[src/inc/mwl_regs.svh]
// Register map and constants of the load unit
`ifndef MWL_REGS_SVH
`define MWL_REGS_SVH
`define MWL_AXI_AW 8
`define MWL_OFS_CTRL 8'h00
`define MWL_OFS_STATUS 8'h04
`define MWL_OFS_COUNT 8'h08
`define MWL_OFS_FAULT 8'h0C
`define MWL_CTRL_W 5
`define MWL_CTRL_RST 5'h00
`define MWL_CTRL_V6 0
`define MWL_CTRL_ALIGN 1
`define MWL_CTRL_UNALIGN 2
`define MWL_CTRL_MOD8 3
`define MWL_CTRL_BE32 4
`define MWL_STAT_BUSY 0
`define MWL_STAT_UNDEF 1
`define MWL_STAT_ABORT 2
`define MWL_STAT_ALIGN 3
`define MWL_COND_AL 4'hE
`define MWL_WORD_STEP 32'h0000_0004
`define MWL_RESP_OK 2'h0
`define MWL_RESP_SLVERR 2'h2
`endif

[src/inc/mwl_pkg.sv]
// Types shared by the load unit and its helpers
package mwl_pkg;
`include "mwl_regs.svh"

   typedef enum logic [3:0] {
      OP_PAIR = 4'h1,
      OP_EXCL = 4'h2,
      OP_HALF = 4'h4,
      OP_SBYTE = 4'h8
   } mwl_op_t;

   typedef enum logic [1:0] {
      SZ_BYTE = 2'h0,
      SZ_HALF = 2'h1,
      SZ_WORD = 2'h2
   } mwl_size_t;

   typedef enum logic [3:0] {
      S_IDLE = 4'h1,
      S_REQ = 4'h2,
      S_RSP = 4'h4,
      S_FIN = 4'h8
   } mwl_st_t;

   typedef struct packed {
      mwl_op_t op;
      logic [3:0] cond;
      logic [3:0] nzcv;
      logic eBit;
      logic [3:0] rd;
      logic [3:0] baseReg;
      logic wbEn;
      logic [31:0] addr;
      logic [31:0] wbAddr;
      logic [31:0] physAddr;
      logic shareable;
   } mwl_issue_t;

   typedef struct packed {
      logic [31:0] addr;
      mwl_size_t size;
      logic bigEnd;
   } mwl_mem_req_t;

   typedef struct packed {
      logic en;
      logic [3:0] idx;
      logic [31:0] data;
   } mwl_gpr_wr_t;

   typedef struct packed {
      logic [31:0] addr;
      logic shared;
   } mwl_mon_t;

   typedef struct packed {
      mwl_st_t st;
      mwl_issue_t req;
      logic issueRdy;
      logic word;
      logic [31:0] loData;
      logic memValid;
      mwl_mem_req_t mem;
      mwl_gpr_wr_t gprA;
      mwl_gpr_wr_t gprB;
      mwl_gpr_wr_t baseWr;
      logic monValid;
      mwl_mon_t mon;
      logic undef;
      logic abort;
      logic align;
      logic done;
      logic skip;
      logic [`MWL_CTRL_W-1:0] ctrl;
      logic undefSeen;
      logic abortSeen;
      logic alignSeen;
      logic [31:0] count;
      logic [31:0] faultAddr;
      logic awRdy;
      logic wRdy;
      logic awHeld;
      logic wHeld;
      logic [`MWL_AXI_AW-1:0] awAddr;
      logic [31:0] wData;
      logic [3:0] wStrb;
      logic bValid;
      logic [1:0] bResp;
      logic arRdy;
      logic rValid;
      logic [31:0] rData;
      logic [1:0] rResp;
   } mwl_unit_state_t;
endpackage

[src/logic/mwl_cond_check.sv]
// Condition field evaluation against the status flags
`timescale 1ns/1ps
module mwl_cond_check
   import mwl_pkg::*;
(
   // Condition and flags
   input wire logic [3:0] cond,
   input wire logic [3:0] nzcv,
   // Verdict
   output logic pass
);
   logic n, z, c, v;
   assign {n, z, c, v} = nzcv;

   // Standard sixteen-way condition table; the never code fails
   always_comb
   begin
      case (cond)
         4'h0: pass = z;
         4'h1: pass = !z;
         4'h2: pass = c;
         4'h3: pass = !c;
         4'h4: pass = n;
         4'h5: pass = !n;
         4'h6: pass = v;
         4'h7: pass = !v;
         4'h8: pass = c && !z;
         4'h9: pass = !c || z;
         4'hA: pass = n == v;
         4'hB: pass = n != v;
         4'hC: pass = !z && (n == v);
         4'hD: pass = z || (n != v);
         `MWL_COND_AL: pass = 1'b1;
         default: pass = 1'b0;
      endcase
   end
endmodule

[src/logic/mwl_load_extend.sv]
// Byte lane selection, byte order and extension of a loaded word
`timescale 1ns/1ps
module mwl_load_extend
   import mwl_pkg::*;
(
   // Raw data and access shape
   input wire logic [31:0] word,
   input wire logic [1:0] lowAddr,
   input wire mwl_size_t size,
   input wire logic signExt,
   input wire logic bigEnd,
   input wire logic wordInv,
   // Register value
   output logic [31:0] result
);
   function automatic logic [7:0] laneByte(logic [31:0] w, logic [1:0] lane);
      laneByte = w[8*lane +: 8];
   endfunction

   logic [1:0] lane;
   logic [15:0] half;
   logic [7:0] byt;

   // Word-invariant mode flips lanes; byte-invariant mode swaps bytes
   always_comb
   begin
      lane = wordInv ? (lowAddr ^ 2'h3) : lowAddr;
      byt = laneByte(word, lane);
      if (wordInv)
         half = lowAddr[1] ? word[15:0] : word[31:16];
      else if (bigEnd)
         half = {laneByte(word, lowAddr), laneByte(word, lowAddr + 2'h1)};
      else
         half = {laneByte(word, lowAddr + 2'h1), laneByte(word, lowAddr)};
      case (size)
         SZ_BYTE: result = {{24{signExt & byt[7]}}, byt};
         SZ_HALF: result = {16'h0000, half};
         default: result = bigEnd ? {word[7:0], word[15:8], word[23:16], word[31:24]}
                                  : word;
      endcase
   end
endmodule

[src/logic/mwl_load_unit.sv]
// Load unit for pair, exclusive, unsigned half and signed byte loads
//
// What this block does
// - Pair load with odd first destination raises undefined instruction.
// - Lower word goes to even register, upper word to the next odd.
// - Upper word address is the lower address plus four.
// - Before version 6, misaligned pair data is undefined; trap optional.
// - From version 6, pair alignment check at four or eight bytes.
// - The two pair word accesses may go in any order.
// - Exclusive load reads a word, marks shared monitor when shareable.
// - Every exclusive load that completes without an abort marks the local monitor.
// - Aborted exclusive load leaves its destination unchanged.
// - Exclusive load needs low two address bits zero.
// - Unsigned half load zero-extends sixteen bits to a word.
// - Before version 6, odd half address may take a data abort.
// - Signed byte load sign-extends its byte to a word.
// - Each load runs only when its condition passes.
// - From version 6, byte order follows the status word endian flag.
`timescale 1ns/1ps
module mwl_load_unit
   import mwl_pkg::*;
(
   // Clock and reset
   input wire logic clk,
   input wire logic arst_n,
   // Instruction issue
   input wire logic issueValid,
   input wire mwl_issue_t issueReq,
   output logic issueReady,
   // Memory load path
   output logic memReqValid,
   output mwl_mem_req_t memReq,
   input wire logic memReqReady,
   input wire logic memRspValid,
   input wire logic [31:0] memRspData,
   input wire logic memRspAbort,
   // Exclusive monitors
   output logic monMarkValid,
   output mwl_mon_t monMark,
   // Register file writes
   output mwl_gpr_wr_t gprWrA,
   output mwl_gpr_wr_t gprWrB,
   output mwl_gpr_wr_t baseWr,
   // Completion and exceptions
   output logic loadDone,
   output logic condSkip,
   output logic undefInstr,
   output logic dataAbort,
   output logic alignFault,
   // AXI4-Lite write channels
   input wire logic awvalid,
   output logic awready,
   input wire logic [`MWL_AXI_AW-1:0] awaddr,
   input wire logic wvalid,
   output logic wready,
   input wire logic [31:0] wdata,
   input wire logic [3:0] wstrb,
   output logic bvalid,
   input wire logic bready,
   output logic [1:0] bresp,
   // AXI4-Lite read channels
   input wire logic arvalid,
   output logic arready,
   input wire logic [`MWL_AXI_AW-1:0] araddr,
   output logic rvalid,
   input wire logic rready,
   output logic [31:0] rdata,
   output logic [1:0] rresp
);
   mwl_unit_state_t s, n;
   logic condPass;
   logic [31:0] extData;
   logic v6;

   assign v6 = s.ctrl[`MWL_CTRL_V6];

   // Size of the access for each load kind
   function automatic mwl_size_t opSize(mwl_op_t op);
      case (op)
         OP_HALF: opSize = SZ_HALF;
         OP_SBYTE: opSize = SZ_BYTE;
         default: opSize = SZ_WORD;
      endcase
   endfunction

   // Alignment trap for one load
   function automatic logic misTrap(mwl_op_t op, logic [31:0] a,
                                    logic [`MWL_CTRL_W-1:0] c);
      logic chk;
      chk = c[`MWL_CTRL_ALIGN];
      case (op)
         OP_EXCL: misTrap = a[1:0] != 2'h0;
         OP_HALF: misTrap = chk && a[0];
         OP_PAIR:
         begin
            if (c[`MWL_CTRL_V6] && !c[`MWL_CTRL_MOD8])
               misTrap = chk && (a[1:0] != 2'h0);
            else
               misTrap = chk && (a[2:0] != 3'h0);
         end
         default: misTrap = 1'b0;
      endcase
   endfunction

   // Register file read mux
   function automatic logic [31:0] regRead(mwl_unit_state_t q, logic [`MWL_AXI_AW-1:0] a);
      logic [31:0] d;
      d = 32'h0000_0000;
      if (a == `MWL_OFS_CTRL)
         d[`MWL_CTRL_W-1:0] = q.ctrl;
      else if (a == `MWL_OFS_STATUS)
      begin
         d[`MWL_STAT_BUSY] = !q.issueRdy;
         d[`MWL_STAT_UNDEF] = q.undefSeen;
         d[`MWL_STAT_ABORT] = q.abortSeen;
         d[`MWL_STAT_ALIGN] = q.alignSeen;
      end
      else if (a == `MWL_OFS_COUNT)
         d = q.count;
      else if (a == `MWL_OFS_FAULT)
         d = q.faultAddr;
      regRead = d;
   endfunction

   function automatic logic regMapped(logic [`MWL_AXI_AW-1:0] a);
      regMapped = (a == `MWL_OFS_CTRL) || (a == `MWL_OFS_STATUS) ||
                  (a == `MWL_OFS_COUNT) || (a == `MWL_OFS_FAULT);
   endfunction

   // Condition check on the issued load
   mwl_cond_check u_cond (
      .cond(issueReq.cond),
      .nzcv(issueReq.nzcv),
      .pass(condPass)
   );

   // Lane and extension of the answered word
   mwl_load_extend u_ext (
      .word(memRspData),
      .lowAddr(s.mem.addr[1:0]),
      .size(s.mem.size),
      .signExt(s.req.op == OP_SBYTE),
      .bigEnd(s.mem.bigEnd),
      .wordInv(!v6 && s.ctrl[`MWL_CTRL_BE32]),
      .result(extData)
   );

   // Next state of sequencer and register slave
   always_comb
   begin
      n = s;
      n.gprA.en = 1'b0;
      n.gprB.en = 1'b0;
      n.baseWr.en = 1'b0;
      n.monValid = 1'b0;
      n.undef = 1'b0;
      n.abort = 1'b0;
      n.align = 1'b0;
      n.done = 1'b0;
      n.skip = 1'b0;

      case (s.st)
         S_IDLE:
         begin
            if (issueValid && s.issueRdy)
            begin
               n.req = issueReq;
               n.issueRdy = 1'b0;
               n.word = 1'b0;
               n.st = S_FIN;
               if (!condPass)
                  n.skip = 1'b1;
               else if (issueReq.op == OP_PAIR && issueReq.rd[0])
                  n.undef = 1'b1;
               else if (misTrap(issueReq.op, issueReq.addr, s.ctrl))
               begin
                  n.abort = 1'b1;
                  n.align = 1'b1;
                  n.faultAddr = issueReq.addr;
               end
               else
               begin
                  // Version 6 byte order from the status word
                  n.memValid = 1'b1;
                  n.mem.addr = issueReq.addr;
                  n.mem.size = opSize(issueReq.op);
                  n.mem.bigEnd = v6 && issueReq.eBit;
                  n.st = S_REQ;
               end
            end
         end
         S_REQ:
         begin
            if (memReqReady)
            begin
               n.memValid = 1'b0;
               n.st = S_RSP;
            end
         end
         S_RSP:
         begin
            if (memRspValid)
            begin
               if (memRspAbort)
               begin
                  // Nothing is written back or marked after an abort
                  n.abort = 1'b1;
                  n.faultAddr = s.mem.addr;
                  n.st = S_FIN;
               end
               else if (s.req.op == OP_PAIR && !s.word)
               begin
                  // Lower word first, then upper; order is free
                  n.loData = extData;
                  n.word = 1'b1;
                  n.memValid = 1'b1;
                  n.mem.addr = s.req.addr + `MWL_WORD_STEP;
                  n.st = S_REQ;
               end
               else
               begin
                  n.gprA.en = 1'b1;
                  if (s.req.op == OP_PAIR)
                  begin
                     // Both halves land together so an abort on the upper
                     // word leaves the pair untouched
                     n.gprA.idx = {s.req.rd[3:1], 1'b0};
                     n.gprA.data = s.loData;
                     n.gprB.en = 1'b1;
                     n.gprB.idx = {s.req.rd[3:1], 1'b1};
                     n.gprB.data = extData;
                  end
                  else
                  begin
                     n.gprA.idx = s.req.rd;
                     n.gprA.data = extData;
                  end
                  if (s.req.op == OP_EXCL)
                  begin
                     n.monValid = 1'b1;
                     n.mon.addr = s.req.physAddr;
                     n.mon.shared = s.req.shareable;
                  end
                  else if (s.req.wbEn)
                  begin
                     n.baseWr.en = 1'b1;
                     n.baseWr.idx = s.req.baseReg;
                     n.baseWr.data = s.req.wbAddr;
                  end
                  n.done = 1'b1;
                  n.count = s.count + 32'h0000_0001;
                  n.st = S_FIN;
               end
            end
         end
         S_FIN:
         begin
            n.issueRdy = 1'b1;
            n.st = S_IDLE;
         end
         default:
         begin
            n.st = S_IDLE;
            n.issueRdy = 1'b1;
         end
      endcase

      // Register writes; address and data in either order
      if (awvalid && s.awRdy)
      begin
         n.awHeld = 1'b1;
         n.awAddr = awaddr;
      end
      if (wvalid && s.wRdy)
      begin
         n.wHeld = 1'b1;
         n.wData = wdata;
         n.wStrb = wstrb;
      end
      if (s.bValid && bready)
         n.bValid = 1'b0;
      if (s.awHeld && s.wHeld && !s.bValid)
      begin
         n.awHeld = 1'b0;
         n.wHeld = 1'b0;
         n.bValid = 1'b1;
         n.bResp = regMapped(s.awAddr) ? `MWL_RESP_OK : `MWL_RESP_SLVERR;
         if (s.awAddr == `MWL_OFS_CTRL && s.wStrb[0])
            n.ctrl = s.wData[`MWL_CTRL_W-1:0];
         else if (s.awAddr == `MWL_OFS_STATUS && s.wStrb[0])
         begin
            // Write one to clear the sticky flags
            n.undefSeen = s.undefSeen && !s.wData[`MWL_STAT_UNDEF];
            n.abortSeen = s.abortSeen && !s.wData[`MWL_STAT_ABORT];
            n.alignSeen = s.alignSeen && !s.wData[`MWL_STAT_ALIGN];
         end
      end
      // Set after clear, so a same-cycle event wins
      if (n.undef)
         n.undefSeen = 1'b1;
      if (n.abort)
         n.abortSeen = 1'b1;
      if (n.align)
         n.alignSeen = 1'b1;
      n.awRdy = !n.awHeld && !n.bValid;
      n.wRdy = !n.wHeld && !n.bValid;

      // Register read side, one read at a time
      if (arvalid && s.arRdy)
      begin
         n.rValid = 1'b1;
         n.rData = regRead(s, araddr);
         n.rResp = regMapped(araddr) ? `MWL_RESP_OK : `MWL_RESP_SLVERR;
      end
      else if (s.rValid && rready)
         n.rValid = 1'b0;
      n.arRdy = !n.rValid;
   end

   // One state register for the unit
   always_ff @(posedge clk or negedge arst_n)
   begin
      if (!arst_n)
      begin
         s <= '0;
         s.st <= S_IDLE;
         s.issueRdy <= 1'b1;
         s.ctrl <= `MWL_CTRL_RST;
         s.awRdy <= 1'b1;
         s.wRdy <= 1'b1;
         s.arRdy <= 1'b1;
      end
      else
         s <= n;
   end

   // Outputs straight from the state register
   assign issueReady = s.issueRdy;
   assign memReqValid = s.memValid;
   assign memReq = s.mem;
   assign monMarkValid = s.monValid;
   assign monMark = s.mon;
   assign gprWrA = s.gprA;
   assign gprWrB = s.gprB;
   assign baseWr = s.baseWr;
   assign loadDone = s.done;
   assign condSkip = s.skip;
   assign undefInstr = s.undef;
   assign dataAbort = s.abort;
   assign alignFault = s.align;
   assign awready = s.awRdy;
   assign wready = s.wRdy;
   assign bvalid = s.bValid;
   assign bresp = s.bResp;
   assign arready = s.arRdy;
   assign rvalid = s.rValid;
   assign rdata = s.rData;
   assign rresp = s.rResp;
endmodule

[config.mk]
export PLATFORM = sky130hd
export DESIGN_NAME = mwl_load_unit
export DESIGN_NICKNAME = d
export VERILOG_FILES = /design/src/inc/mwl_pkg.sv /design/src/logic/mwl_cond_check.sv /design/src/logic/mwl_load_extend.sv /design/src/logic/mwl_load_unit.sv
export VERILOG_INCLUDE_DIRS = /design/src /design/src/inc
export SDC_FILE = /design/constraint.sdc
export NUM_CORES = 1
export LEC_CHECK = 0
export ABC_AREA = 1
export BUFFER_PORTS_ARGS = -buffer_cell sky130_fd_sc_hd__clkbuf_2
export CAP_MARGIN = 20
export CORE_MARGIN = 3
export CORE_UTILIZATION = 58
export CTS_BUF_LIST = sky130_fd_sc_hd__clkbuf_8
export DETAILED_ROUTE_END_ITERATION = 7
export HOLD_SLACK_MARGIN = 0.12
export PLACE_DENSITY = 0.79
export SETUP_SLACK_MARGIN = 0.3
export SLEW_MARGIN = 20
export SYNTH_ARGS = -nofsm -noshare
export SYNTH_HDL_FRONTEND = slang
export SYNTH_SLANG_ARGS = --single-unit
[constraint.sdc]
create_clock -name clk -period 2.1 [get_ports clk]
set_input_delay 0.21 -clock clk [delete_from_list [all_inputs] [get_ports clk]]
set_output_delay 0.21 -clock clk [all_outputs]
set_load 0.03 [all_outputs]
==> metrics, run 1 <==
FF+latch count, synth 460; syn avg cell area 7.52 sq um; Worst EP required 2660 ps; most frequent cell on the critical path nor2_4; register area 11500 sq um; Post-synth top cells nand2_1 (1119), dfrtp_1 (455), inv_1 (272), nand3_1 (224), buf_4 (220); First DRT Iteration DRCs 3347; all-layer global routing usage 0.356; multi-input logic area 10400 sq um; Vias per Instance 5.93; Initial Util 0.595; clock-pin slew on the worst setup and hold paths 60 ps; global-route wire length before repair 127000 microns; Slew headroom 0.564; CP Cell Sequence nor2_4 > nand3_4 > nor2_4 > nand2_8 > buf_6 > nor3_4 > buf_4 > inv_4 > clkbuf_16 > o21ai_1; DRT Wirelength 89700 microns; WL per Instance slightly above 20 microns; CTS max path bufs 3; initial antenna violation count 2; core area 41400 sq um; P_leak 0.0167 uW; crit-path max FO 7; Tcrit/Tclk final 0.991; htree depth 3; Final Max Tran Viols 0; leading cell type by number of instances after synthesis nand2_1; Final setup viols 0; Power Dens Cells ~1200 nW/um^2; share of cells above drive strength 1 0.236; min-delay worst type input port to register; DP HPWL about 52000 microns; Sink Count 460; die height approximately 210 microns; Cells after Synth roughly 3300; FP Rows 74; Hold Startpoint memRspData[18]; io pins 442; synthesis-to-finish area growth 27.7%; crit path time final 2080 ps; Die Width 212 microns; CTS tree built; max cap viols 0; gpl congestion about 1; First-pass DRT Iterations 8; Final Skew between 30 and 40 ps; Critical Path AT approximately 2600 ps; CP Class register to register; fill cell count 2852; Yosys cell types 44; Setup WS pre-CTS between 40 and 50 ps; Main synth FF type dfrtp_1; global route overflow 0; share of the synthesized area in the top cell type 0.462; Crit Reg-Reg Startpoint s[501]; Ys Warns 0; root buffer cell clkbuf_8; Crit. Startpoint s[501]; DRC violations left 12; cts bufs inserted 78; number of synthesized flops with an enable pin 0; # nets final 3960; failing checks DRC; RSZ-0062 raised after global routing yes; register area share after synthesis 0.468; total negative slack 0 ps; Clock Latency Late Sink 660 ps; Final Hold Viols 0; f_max 480 MHz; status complete, but fails checks; largest net degree at the start of global routing 83; worst hold slack 173 ps; Synth area leaders dfrtp_1 (46%), nand2_1 (17%), buf_4 (6.7%), nand3_1 (4.6%), inv_1 (4.1%); area leader, netlist dfrtp_1; Async S/R FF share, synth 1.00; Final Total Pwr 37300 uW; Startpoint Class register; Post-Syn Area 24600 sq um; worst-margin pin slew 653 ps; via count between 20000 and 30000; IO Port Bufs 409; post-route ant nets 0; slowest stage delay, CP 420 ps; Die Area 45000 sq um; vias in the first global route 24000; final worst setup slack 18.5 ps; CP max-delay cell dfrtp_1; CP endpoint kind register; worst vdd ir 0.820 mV
==> stage by stage <==
| stage | utilization | instance area [sq um] | cells |
|---|---|---|---|
| 2_1_floorplan | - | 24600 | 3277 |
| 3_3_place_gp | 0.630 | 26100 | 3941 |
| 3_5_place_dp | 0.630 | 26100 | 3941 |
| 4_1_cts | 0.725 | 30000 | 4267 |
| 5_1_grt | 0.760 | 31500 | 4329 |
| 6_report | 0.760 | 31500 | 4332 |
==> logic make-up after synthesis <==
family / synth area share
other cells: 0.000152
mux: 0.00366
xor+xnor: 0.0147
simple gates: 0.271
buf+inv: 0.139
flops: 0.468
fa+ha+maj: 0.00102
compound gates: 0.103
==> worst max-delay path: cells and delay by family, from the launching register on <==
family	cells	cell delay [ps]
AND/OR/NAND/NOR	5	790
buffers and inverters	4	580
flip-flops	1	420
AO/OA/AOI/OAI	1	180
==> worst paths after layout <==
check                      slack [ps]          end  depth (start not counted)
max                                20   baseWr[34]                         10
min                               170   gprWrA[10]                          7
max reg2reg                        20   baseWr[34]                         10
min reg2reg                       480    rdata[19]                          1
max in group asynchronous        1420   gprWrB[20]                          3
min in group asynchronous         240  monMark[16]                          3
==> what timing repair did <==
item,in CTS,in global routing
endpoints found under the hold margin,723,0
hold buffers,174,0
gates resized for setup,63,189
endpoints found under the setup margin,245,370
setup buffers,12,37
gates cloned,8,24
pin swaps,18,66
==> registers in the layout, summed over array words and instances, names as in the netlist, 32 cells and up <==
register and count:
s 235, baseWr 37, gprWrB 37, gprWrA 36, memReq 35, monMark 33, rdata 32
==> area by class of cell <==
type / instances / share of cell area
Sequential cell: 460 / 0.366
Clock buffer: 99 / 0.0433
Clock inverter: 33 / 0.00919
Multi-Input combinational cell: 2144 / 0.332
Antenna cell: 4 / 0.000318
Timing Repair inverter: 2 / 0.000398
Tap cell: 532 / 0.0212
Timing Repair Buffer: 764 / 0.191
Inverter: 294 / 0.0364
==> where the power goes <==
part           leakage, uW  switching (uW)  internal (uW)
Clock             0.000921            3870           4760
Sequential         0.00586            1770          11300
Combinational      0.00989           10200           5460
Total               0.0167           15800          21500
==> layer usage <==
| metal | GRT usage | wire length, microns | vias to the layer above |
|---|---|---|---|
| met3 | 0.0748 | 9060 | 544 |
| met1 | 0.440 | 31900 | 12000 |
| met2 | 0.576 | 41800 | 1855 |
| met4 | 0.215 | 6970 | 2 |
| met5 | 0 | 13 | - |
| li1 | - | - | 11200 |
==> placed cells by master, fill, tap and decap left out, types with 99 or more instances in the layout <==
| master | count |
|---|---|
| buf_4 | 109 |
| nand3_1 | 214 |
| clkbuf_8 | 99 |
| dfrtp_1 | 445 |
| nand2_1 | 1036 |
| o21ai_1 | 180 |
| o21ai_0 | 170 |
| dlygate4sd3_1 | 173 |
| nor2_1 | 138 |
| clkbuf_2 | 408 |
| inv_1 | 290 |
No activity file was read; power rests on OpenSTA's default activity.
==> run 2: changes to the inputs <==
CORE_ASPECT_RATIO = 1.5   (was default)
CORE_MARGIN = 2   (was 3)
CORE_UTILIZATION = 40   (was 58)
PLACE_DENSITY = 0.57   (was 0.79)
==> metrics, run 2 (same netlist as run 1, synthesis figures left out) <==
status completed (was complete, but fails checks); Vias per Instance 5.15 (was 5.93); cts bufs inserted 76 (was 78); DRC violations left 0 (was 12); max cap viols 0 (unchanged); global route overflow 0 (unchanged); Die Width 207 microns (was 212 microns); First-pass DRT Iterations 8 (unchanged); Sink Count 460 (unchanged); delay-heaviest family, CP compound AO/OA/AOI/OAI gates (was simple AND/OR/NAND/NOR gates); CTS tree built (unchanged); # nets final 4044 (was 3960); crit-path max FO 27 (was 7); min-delay worst type input port to register (unchanged); synthesis-to-finish area growth 36.7% (was 27.7%); First DRT Iteration DRCs 1509 (was 3347); vias in the first global route 23500 (was 24000); commonest non-fill, non-tap cells in the layout nand2_1 (992), dfrtp_1 (444), clkbuf_2 (407) (was nand2_1 (1036), dfrtp_1 (445), clkbuf_2 (408)); root buffer cell clkbuf_8 (unchanged); total negative slack 0 ps (unchanged); Final Hold Viols 0 (unchanged); Power Dens Cells 1110 nW/um^2 (was 1190 nW/um^2); slowest stage delay, CP 540 ps (was 420 ps); share of cells above drive strength 1 0.275 (was 0.236); Final Skew 37.7 ps (was 37.8 ps); RSZ-0062 raised after global routing yes (unchanged); gpl congestion 0.963 (was 0.999); Startpoint Class register (unchanged); commonest non-fill, non-tap cell in the layout nand2_1 (unchanged); Clock Latency Late Sink 700 ps (was 660 ps); worst vdd ir 0.634 mV (was 0.820 mV); CP endpoint kind register (unchanged); WL per Instance 20.4 microns (was 20.7 microns); largest net degree at the start of global routing 76 (was 83); f_max 522 MHz (was 480 MHz); die height 308 microns (was 212 microns); Tcrit/Tclk final 0.913 (was 0.991); CP Cell Sequence buf_12 > inv_1 > buf_4 > o211ai_1 > nand2_1 > o21ai_1 > nand2_1 (was nor2_4 > nand3_4 > nor2_4 > nand2_8 > buf_6 > nor3_4 > buf_4 > inv_4 > clkbuf_16 > o21ai_1); post-route ant nets 0 (unchanged); DP HPWL 59700 microns (was 52100 microns); all-layer global routing usage 0.275 (was 0.356); clock-pin slew on the worst setup and hold paths 60 ps (about the same); most frequent cell on the critical path nand2_1 (was nor2_4); worst hold slack 147 ps (was 173 ps); Largest register FFs 235 (unchanged); CTS max path bufs 3 (unchanged); CP Class register to register (unchanged); core area 61000 sq um (was 41400 sq um); Worst EP required 2670 ps (was 2660 ps); worst-margin pin slew 778 ps (was 653 ps); DRT Wirelength 95500 microns (was 89700 microns); register with the most flip-flops s (unchanged); Critical Path AT 2490 ps (was 2640 ps); htree depth 3 (unchanged); P_leak 0.0174 uW (was 0.0167 uW); Die Area 63600 sq um (was 45000 sq um); Final Max Tran Viols 0 (unchanged); Slew headroom 0.479 (was 0.564); global-route wire length before repair 133000 microns (was 127000 microns); CP bufs+invs 3 (was 4); FP Rows 111 (was 74); IO Port Bufs 409 (unchanged); via count 24100 (was 25700); Final setup viols 0 (unchanged); io pins 442 (unchanged); crit path time final 1920 ps (was 2080 ps); initial antenna violation count 6 (was 2); CP max-delay cell o211ai_1 (was dfrtp_1); Initial Util 0.404 (was 0.595)
run 2: cell types whose count changed in the layout (fill, tap and decap cells not counted), moves of 10 or more:
cell | previous run | this run
nand2_1 | 1036 | 992
nand2_2 | 53 | 96
nand3_1 | 214 | 183
nand3_2 | 7 | 33
buf_12 | 26 | 46
dlygate4sd3_1 | 173 | 189
nor2_1 | 138 | 123
buf_16 | 7 | 19
clkbuf_16 | 16 | 27
buf_8 | 4 | 14
run 2: path summary, 6_finish.rpt:
check / start / to / slack [ps] / cells after the start
worst max register to register: memReq[0] / gprWrA[25] / 180 / 7
worst max-delay path: memReq[0] / gprWrA[25] / 180 / 7
min in group asynchronous: arst_n / s[127] / 180 / 3
max in group asynchronous: arst_n / s[431] / 1410 / 3
worst min-delay path: memRspData[24] / gprWrB[0] / 150 / 7
worst min register to register: rvalid / arready / 440 / 1
run 2: repair_timing:
item                                   in CTS  in global routing
resized for setup                         101                344
cloned                                     20                 40
buffers inserted                           35                 33
endpoints found under the hold margin     746                  0
setup endpoints to repair                 267                334
hold buffers                              190                  0
pin swaps                                  13                104
run 2: worst register-to-register path, cell delays in order (launching register included):
cell      delay [ps]
dfrtp_2          400
buf_12           180
inv_1            110
buf_4            190
o211ai_1         540
nand2_1          180
o21ai_1          150
nand2_1           60
run 2: through the flow:
| stage | total power (uW) | utilization | std cells | setup slack (ps) | area (sq um) |
|---|---|---|---|---|---|
| after detailed placement | 25200 | 0.437 | 4223 | 35.0 | 26700 |
| after global routing | 39500 | 0.553 | 4682 | 94.6 | 33700 |
| after CTS | 35200 | 0.513 | 4605 | 234 | 31300 |
| after floorplan | 21400 | - | 3277 | 329 | 24600 |
| final | 37400 | 0.553 | 4682 | 183 | 33700 |
| after global placement | 25100 | 0.437 | 4223 | 69.7 | 26700 |
run 2: area by class of cell:
| cell class | count | area (sq um) |
|---|---|---|
| fillers | 5694 | 27300 |
| flip-flops and latches | 460 | 11500 |
| multi-input cells | 2146 | 10900 |
| repair buffers | 849 | 7540 |
| clock buffers | 95 | 1310 |
| inverters | 294 | 1150 |
| well taps | 791 | 990 |
| clock inverters | 42 | 235 |
| diodes | 4 | 10.0 |
| repair inverters | 1 | 7.51 |
run 2: power breakdown:
part	leakage, uW	switching [uW]	internal [uW]	total (uW)
Combinational	0.0107	10100	6180	16300
Clock	0.000895	3910	4230	8140
Sequential	0.00586	1650	11300	12900
run 2: metal layers:
layer  up-vias  routed length [microns]  global-route usage
met5         -                       57                   0
met4         8                     5800               0.148
met3       288                     6250              0.0482
met2       990                    48800               0.486
met1     11400                    34600               0.311
li1      11400                        -                   -
